--- config.mk ---
export PLATFORM = sky130hd
export DESIGN_NAME = spo_pin_override
export DESIGN_NICKNAME = d
export VERILOG_FILES = /design/src/spo_pkg.sv /design/src/spo_pin_override.sv
export SDC_FILE = /design/constraint.sdc
export NUM_CORES = 1
export LEC_CHECK = 0
export BUFFER_PORTS_ARGS = -buffer_cell sky130_fd_sc_hd__buf_2
export CAP_MARGIN = 20
export CORE_AREA = 2 2 64 96
export DETAILED_ROUTE_END_ITERATION = 10
export DIE_AREA = 0 0 66 98
export HOLD_SLACK_MARGIN = 0.12
export PLACE_DENSITY = 0.7
export REMOVE_ABC_BUFFERS = 1
export SLEW_MARGIN = 20
export SYNTH_ARGS = -nofsm -noshare
export SYNTH_HDL_FRONTEND = slang
export SYNTH_SLANG_ARGS = --single-unit
--- constraint.sdc ---
create_clock -name core_clk -period 1.75 [get_ports core_clk]
set_clock_uncertainty 0.1 [all_clocks]
set_input_delay 0.0875 -clock core_clk [delete_from_list [all_inputs] [get_ports core_clk]]
set_output_delay 0.0875 -clock core_clk [all_outputs]
set_load 0.03 [all_outputs]
--- src/spo_pkg.sv ---
// Package: register map, field positions and carrier types for the serial pin override
package spo_pkg;

   // Register word offsets (byte addresses)
   localparam logic [7:0] SPO_CTRL_OFS = 8'h00;
   localparam logic [7:0] SPO_PORT_OFS = 8'h04;

   // Control register field positions
   localparam int SPO_CTRL_SYNC_BIT = 0;
   localparam int SPO_CTRL_CKLO_BIT = 1;
   localparam int SPO_CTRL_CKHI_BIT = 2;
   localparam int SPO_CTRL_TXEN_BIT = 3;

   // Port register field positions
   localparam int SPO_PORT_BRKLVL_BIT = 0;
   localparam int SPO_PORT_BRKDIR_BIT = 1;
   localparam int SPO_PORT_CKLVL_BIT  = 2;
   localparam int SPO_PORT_CKDIR_BIT  = 3;

   // Reset values
   localparam logic [3:0] SPO_CTRL_RST = 4'h0;
   localparam logic [3:0] SPO_PORT_RST = 4'h0;

   // Synchroniser depth for pin inputs
   localparam int SPO_SYNC_STAGES = 2;

   // Control fields
   typedef struct packed {
      logic txEnable;
      logic clockSourceHi;
      logic clockSourceLo;
      logic syncMode;
   } spo_ctrl_t;

   // Port fields, laid out as in the port register
   typedef struct packed {
      logic clockPortDirection;
      logic clockPortLevel;
      logic breakPortDirection;
      logic breakPortLevel;
   } spo_port_t;

   // Drive of one two-way pin
   typedef struct packed {
      logic out;
      logic oe;
   } spo_pin_t;

endpackage

--- src/spo_pin_override.sv ---
// Serial clock and transmit pin override with AHB-Lite register access
`timescale 1ns/10ps

// Behaviour
// Async, source 00: port bits control clock pin
// Internal clock drives pin when selected
// Source 10 selects external clock; 11 prohibited
// Clock level read returns clock pin
// Break direction set drives transmit pin level
// Break direction clear leaves transmit pin input
// Break level read returns receive pin
// Both level bits store zero at reset
// Software assigns pin functions first
// Transmit enable hands pin to core
module spo_pin_override (
   input  wire logic        core_clk,     // System clock, 50 MHz
   input  wire logic        rstn,         // Asynchronous reset, active low
   input  wire logic        clkEn,        // Clock enable, freezes state when low
   input  wire logic        hsel,         // AHB slave select
   input  wire logic [31:0] haddr,        // AHB address
   input  wire logic [1:0]  htrans,       // AHB transfer type
   input  wire logic        hwrite,       // AHB write
   input  wire logic [2:0]  hsize,        // AHB size, word only
   input  wire logic [31:0] hwdata,       // AHB write data
   input  wire logic        hready,       // AHB bus ready
   output logic      [31:0] hrdata,       // AHB read data
   output logic             hreadyout,    // AHB slave ready
   output logic             hresp,        // AHB response, always OKAY
   input  wire logic        sckIn,        // Serial clock pin level
   output logic             sckOut,       // Serial clock pin drive value
   output logic             sckOe,        // Serial clock pin drive enable
   input  wire logic        txdIn,        // Transmit pin level, not monitored
   output logic             txdOut,       // Transmit pin drive value
   output logic             txdOe,        // Transmit pin drive enable
   input  wire logic        rxdIn,        // Receive pin level
   input  wire logic        coreSclk,     // Internal serial clock from core
   input  wire logic        coreTxd,      // Transmit data from core
   output logic             extClkSel,    // Core runs on external clock
   output logic             extClkLevel,  // Synchronised clock pin level
   output logic             extClkRise    // Rising edge of clock pin in external clock mode, one cycle
);

   // Clock pin function
   typedef enum {CLK_PORT, CLK_INT_OUT, CLK_EXT_IN, CLK_BAD} spo_clk_mode_t;

   // Software-visible registers
   spo_pkg::spo_ctrl_t ctrl_reg;
   spo_pkg::spo_ctrl_t ctrl_next;
   spo_pkg::spo_port_t port_reg;
   spo_pkg::spo_port_t port_next;

   // Bus capture between address and data phase
   logic               wrPend_reg;
   logic               wrPend_next;
   logic [7:0]         wrAddr_reg;
   logic [7:0]         wrAddr_next;

   // Read data, held through the data phase
   logic [31:0]        rdData_reg;
   logic [31:0]        rdData_next;

   // Synchronisers for the asynchronous pin levels
   logic [spo_pkg::SPO_SYNC_STAGES-1:0] sckSync_reg;
   logic [spo_pkg::SPO_SYNC_STAGES-1:0] sckSync_next;
   logic [spo_pkg::SPO_SYNC_STAGES-1:0] rxdSync_reg;
   logic [spo_pkg::SPO_SYNC_STAGES-1:0] rxdSync_next;

   // Clock pin edge finder
   logic               sckPrev_reg;
   logic               sckPrev_next;
   logic               rise_reg;
   logic               rise_next;

   // Registered pin drives
   spo_pkg::spo_pin_t  sck_reg;
   spo_pkg::spo_pin_t  sck_next;
   spo_pkg::spo_pin_t  txd_reg;
   spo_pkg::spo_pin_t  txd_next;

   // Decoded values
   spo_clk_mode_t      clkMode;
   logic               addrPhase;
   logic [7:0]         addrLow;
   logic               sckLevel;
   logic               rxdLevel;

   // Timing at a glance
   // Write lands at the edge that ends its data phase
   // Pin drive follows one edge later, glitch-free from flops
   // Pin reads pass the synchroniser before the read mux
   // Core clock and data reach the pins one cycle late
   // Prohibited source code leaves the clock pin undriven

   // Bus handshake, never waits, never errors
   assign hreadyout = 1'b1;
   assign hresp     = 1'b0;
   assign hrdata    = rdData_reg;

   // Address phase decode
   assign addrPhase = hsel & htrans[1] & hready;
   assign addrLow   = haddr[7:0];

   // Pin levels after the second synchroniser stage
   assign sckLevel = sckSync_reg[spo_pkg::SPO_SYNC_STAGES-1];
   assign rxdLevel = rxdSync_reg[spo_pkg::SPO_SYNC_STAGES-1];

   // Clock pin function from mode and clock-source bits
   always_comb begin
      unique case ({ctrl_reg.clockSourceHi, ctrl_reg.clockSourceLo})
         2'b00: begin
            if (ctrl_reg.syncMode) begin
               clkMode = CLK_INT_OUT;
            end else begin
               clkMode = CLK_PORT;
            end
         end
         2'b01: clkMode = CLK_INT_OUT;
         2'b10: clkMode = CLK_EXT_IN;
         2'b11: clkMode = CLK_BAD;
      endcase
   end

   // Bus capture, remembers a write's address for its data phase
   always_comb begin
      wrPend_next = 1'b0;
      wrAddr_next = wrAddr_reg;
      if (addrPhase) begin
         wrPend_next = hwrite;
         wrAddr_next = {addrLow[7:2], 2'b00};
      end
   end

   // Bus capture flops
   always_ff @(posedge core_clk or negedge rstn) begin
      if (!rstn) begin
         wrPend_reg <= 1'b0;
         wrAddr_reg <= 8'h00;
      end else if (clkEn) begin
         wrPend_reg <= wrPend_next;
         wrAddr_reg <= wrAddr_next;
      end
   end

   // Register update in the data phase of a write
   always_comb begin
      ctrl_next = ctrl_reg;
      port_next = port_reg;
      if (wrPend_reg) begin
         if (wrAddr_reg == spo_pkg::SPO_CTRL_OFS) begin
            ctrl_next = spo_pkg::spo_ctrl_t'(hwdata[3:0]);
         end else if (wrAddr_reg == spo_pkg::SPO_PORT_OFS) begin
            port_next = spo_pkg::spo_port_t'(hwdata[3:0]);
         end
      end
   end

   // Register flops, stored levels zero after reset
   always_ff @(posedge core_clk or negedge rstn) begin
      if (!rstn) begin
         ctrl_reg <= spo_pkg::spo_ctrl_t'(spo_pkg::SPO_CTRL_RST);
         port_reg <= spo_pkg::spo_port_t'(spo_pkg::SPO_PORT_RST);
      end else if (clkEn) begin
         ctrl_reg <= ctrl_next;
         port_reg <= port_next;
      end
   end

   // Read mux, sees a write landing in the same cycle
   always_comb begin
      rdData_next = rdData_reg;
      if (addrPhase && !hwrite) begin
         rdData_next = 32'h0000_0000;
         if (addrLow[7:2] == spo_pkg::SPO_CTRL_OFS[7:2]) begin
            rdData_next[3:0] = ctrl_next;
         end else if (addrLow[7:2] == spo_pkg::SPO_PORT_OFS[7:2]) begin
            rdData_next[spo_pkg::SPO_PORT_CKDIR_BIT]  = port_next.clockPortDirection;
            rdData_next[spo_pkg::SPO_PORT_CKLVL_BIT]  = sckLevel;
            rdData_next[spo_pkg::SPO_PORT_BRKDIR_BIT] = port_next.breakPortDirection;
            rdData_next[spo_pkg::SPO_PORT_BRKLVL_BIT] = rxdLevel;
         end
      end
   end

   // Read data flops
   always_ff @(posedge core_clk or negedge rstn) begin
      if (!rstn) begin
         rdData_reg <= 32'h0000_0000;
      end else if (clkEn) begin
         rdData_reg <= rdData_next;
      end
   end

   // Pin synchronisers, only the last stage is read
   always_comb begin
      sckSync_next = {sckSync_reg[spo_pkg::SPO_SYNC_STAGES-2:0], sckIn};
      rxdSync_next = {rxdSync_reg[spo_pkg::SPO_SYNC_STAGES-2:0], rxdIn};
   end

   // Synchroniser flops
   always_ff @(posedge core_clk or negedge rstn) begin
      if (!rstn) begin
         sckSync_reg <= '0;
         rxdSync_reg <= '0;
      end else if (clkEn) begin
         sckSync_reg <= sckSync_next;
         rxdSync_reg <= rxdSync_next;
      end
   end

   // Clock pin edge finder, gated to external clock mode
   always_comb begin
      sckPrev_next = sckLevel;
      rise_next    = sckLevel & ~sckPrev_reg & (clkMode == CLK_EXT_IN);
   end

   // Edge finder flops
   always_ff @(posedge core_clk or negedge rstn) begin
      if (!rstn) begin
         sckPrev_reg <= 1'b0;
         rise_reg    <= 1'b0;
      end else if (clkEn) begin
         sckPrev_reg <= sckPrev_next;
         rise_reg    <= rise_next;
      end
   end

   // External clock hand-off to the serial core
   assign extClkSel   = (clkMode == CLK_EXT_IN);
   assign extClkLevel = sckLevel;
   assign extClkRise  = rise_reg;

   // Pin drive selection
   always_comb begin
      sck_next = '{out: 1'b0, oe: 1'b0};
      unique case (clkMode)
         CLK_PORT: begin
            sck_next.oe  = port_reg.clockPortDirection;
            sck_next.out = port_reg.clockPortLevel;
         end
         CLK_INT_OUT: begin
            sck_next.oe  = 1'b1;
            sck_next.out = coreSclk;
         end
         CLK_EXT_IN: sck_next = '{out: 1'b0, oe: 1'b0};
         CLK_BAD:    sck_next = '{out: 1'b0, oe: 1'b0};
      endcase
   end

   // Clock pin drive flops, undriven after reset
   always_ff @(posedge core_clk or negedge rstn) begin
      if (!rstn) begin
         sck_reg <= '{out: 1'b0, oe: 1'b0};
      end else if (clkEn) begin
         sck_reg <= sck_next;
      end
   end

   // Transmit pin drive selection, core first, then break
   always_comb begin
      if (ctrl_reg.txEnable) begin
         txd_next = '{out: coreTxd, oe: 1'b1};
      end else if (port_reg.breakPortDirection) begin
         txd_next = '{out: port_reg.breakPortLevel, oe: 1'b1};
      end else begin
         txd_next = '{out: 1'b0, oe: 1'b0};
      end
   end

   // Transmit pin drive flops, input after reset
   always_ff @(posedge core_clk or negedge rstn) begin
      if (!rstn) begin
         txd_reg <= '{out: 1'b0, oe: 1'b0};
      end else if (clkEn) begin
         txd_reg <= txd_next;
      end
   end

   // Pin outputs
   assign sckOut = sck_reg.out;
   assign sckOe  = sck_reg.oe;
   assign txdOut = txd_reg.out;
   assign txdOe  = txd_reg.oe;

endmodule // spo_pin_override

==> impl_metrics.ini <==
[run_status]
run_status = complete, but fails checks
violations = negative setup slack

[timing]
min_period_over_period_pct = 102
remaining_max_slew_budget_at_the_tightest_pin_pct = 56.3
timing_hold_violations_final = 0
setup_viol = 4
drv_slew = 0
final.setup.tns_ns = -0.117
worst_hold_slack_ns = 0.135
rsz0062_at_grt = true
timing.final.ws_setup_ns = -0.0361
layout_min_cycle_time_ns = 1.79
transition_time_at_the_pin_with_the_least_slew_margin_ns = 0.656
timing_limited_maximum_frequency_ghz = 0.560

[pwr]
static-leakage-power_nw = 0.998
power-per-cell-area_nw_per_um2 = 952
power.total_w = 0.00194
comb_power_share_pct = 24.9
total_switching_power_w = 0.000618
p_seq_share_pct = 43.7
switching_share_pct = 31.9
internal_power_w = 0.00132
power.share.clock_pct = 31.4
max-vdd-ir-drop_v = 0.000557

[hold_path]
whs_path_depth = 2
min-delay-path-class = in -> reg

[yosys]
yosysSeqAreaShare_pct = 44.7
syn-instance-count = 147
netlist_area_sq_um = 1620
post_synth.cell_area_avg_sq_um = 11.0
synth.most_common_cell = sky130_fd_sc_hd__buf_4
synthFlopType = sky130_fd_sc_hd__dfrtp_1
synthDistinctLibCells = 34
synth-edff-count = 0
synthesis.yosys.warnings = 0
share_of_the_synthesized_area_in_the_top_cell_type_pct = 44.7
synth_top_cells_by_count = sky130_fd_sc_hd__buf_4 (31), sky130_fd_sc_hd__dfrtp_1 (29), sky130_fd_sc_hd__mux2_2 (16), sky130_fd_sc_hd__nor2_1 (7), sky130_fd_sc_hd__nor2b_1 (6)
ys_ff_latch = 29
yosys-top-cells-area = sky130_fd_sc_hd__dfrtp_1 (45%), sky130_fd_sc_hd__buf_4 (14%), sky130_fd_sc_hd__mux2_2 (11%), sky130_fd_sc_hd__mux2_4 (3.7%), sky130_fd_sc_hd__nor2b_1 (2.3%)
synth_area_leader_cell = sky130_fd_sc_hd__dfrtp_1
asyncSetResetFlopFracSynth_pct = 100

[routing]
antenna_left = 0
drt-initial-drc-count = 16
vias_per_cell = 4.30
detail_route.wl_per_cell_um = 12.1
finalWirelength_um = 3310
drt_drc_violations_left = 0
num_vias = 1179
detailedRoute.firstPassIterationCount = 4

[clock_network]
htree_levels = 2
cts-root-buf = sky130_fd_sc_hd__clkbuf_8
cts.reportedPaths.clkPinSlew_ns = 0.06
cts_num_sinks = 29
skew_pair_late_insertion_delay_ns = 0.28
cts_tree = yes
cts_max_path_bufs = 2
tritoncts.num_buffers = 5

[worst_setup_path]
criticalPathCategory = reg -> reg
timing.critical_path.to_type = flop
critical_path_arrival_ns = 1.85
cp.required_ns = 1.82
worstPathMaxFanout = 6
crit_path_start_kind = flop
r2r.worst_path.cells = 4

[die]
dieWidth_um = 66
design.portCount = 121
area_of_the_core_sq_um = 5700
placementRows = 34
die-area_sq_um = 6470
initial_core_util_pct = 28.5
die_height_um = 98

[grt]
antenna_violations_before_repair = 0
grt_usage_pct = 10.7
maximum_number_of_pins_on_one_net_before_global_route_repair = 30
globalRouteMet3Util_pct = 3.23
grtUsageMet1_pct = 12.2
grt_most_used_layer = met2
grt_pass1_wl_um = 5330
vias_in_the_first_global_route = 1140
met2_usage_pct = 18.8
grt.overflow.total = 0

[placed_design]
preCtsSetupSlack_ns = -0.135
place_congestion = 0.799
post-dp-hpwl_um = 2480
port-buffer-count = 31

[job]
maxCapViolCount = 0

[finish]
largest_register_ff_count = 6
fraction_of_layout_cells_with_a_size_suffix_above_1_pct = 36.6
antenna_cells = 0
syn2layout_area_growth_pct = 25.3
nets = 281
final_core_util_pct = 35.7
[timing repair]
action,4_1_cts,5_1_grt
setup endpoints to repair,6,12
endpoints found under the hold margin,50,0
buffers inserted,0,0
gates resized for setup,1,0
hold buffers,14,0
[layout by cell type (no fill, tap or decap), drive strengths merged, types with 2 or more instances in the layout]
cell type    instances
dlygate4sd3         14
o211ai               2
nor3                 3
conb                30
nand2                6
dfrtp               29
inv                  3
or3                  2
clkbuf               7
a22o                 2
nand4b               2
o31ai                2
nor2                 7
a21oi                4
mux2                20
nand4                5
a21boi               2
nor2b                6
a211oi               2
o21ai                4
buf                 39
[critical path, cell delays in order, from the launching register on]
cell	delay, ns
sky130_fd_sc_hd__dfrtp_1	0.37
sky130_fd_sc_hd__or4b_4	0.58
sky130_fd_sc_hd__nor4_4	0.16
sky130_fd_sc_hd__nand2_2	0.14
sky130_fd_sc_hd__mux2_4	0.32
[layer usage]
metal	part of all wire [%]	vias up	wire length (um)
li1	-	567	-
met1	40	553	1330
met2	52	54	1700
met3	7.0	5	233
met4	1.2	0	41
met5	0	-	0
[stage by stage]
stage	instance area [sq um]	cells
after CTS	2030	274
after detailed placement	1790	252
after global routing	2030	274
after global placement	1790	252
final	2030	274
after floorplan	1480	141
[power by group through the flow]
stage               combinational, W  clock [W]  sequential [W]
detailed placement          0.000461          0        0.000859
CTS                         0.000486   0.000621        0.000848
floorplan                   0.000257          0        0.000895
finish                      0.000482   0.000609        0.000846
global placement            0.000449          0        0.000856
global route                0.000527   0.000642        0.000864
[area by class of cell]
type | instances | area [sq um]
repair buffers | 53 | 355
fillers | 591 | 3670
inverters | 3 | 11.3
multi-input cells | 109 | 751
flip-flops and latches | 29 | 726
clock buffers | 7 | 96.3
well taps | 72 | 90.1
clock inverters | 1 | 5.00
[path summary, 6_finish.rpt]
path | from | to | slack [ns]
max | wrAddr_reg[3] | ctrl_reg[2] | -0.04
min in group asynchronous | rstn | wrAddr_reg[4] | 0.27
min reg2reg | hrdata[2] | hrdata[2] | 0.38
min | haddr[2] | wrAddr_reg[2] | 0.14
max in group asynchronous | rstn | hrdata[2] | 0.85
max reg2reg | wrAddr_reg[3] | ctrl_reg[2] | -0.04
[cells by family (layout without fill, tap and decap cells)]
kind of cell | Yosys count | count (layout) | synth area share, %
flip-flops | 29 | 29 | 44.7
AO/OA/AOI/OAI | 20 | 20 | 8.24
other | 2 | 30 | 0.462
buffers and inverters | 37 | 64 | 15.8
multiplexers | 20 | 20 | 14.8
AND/OR/NAND/NOR | 39 | 39 | 16.0
Power figures use the tool's default switching activity.
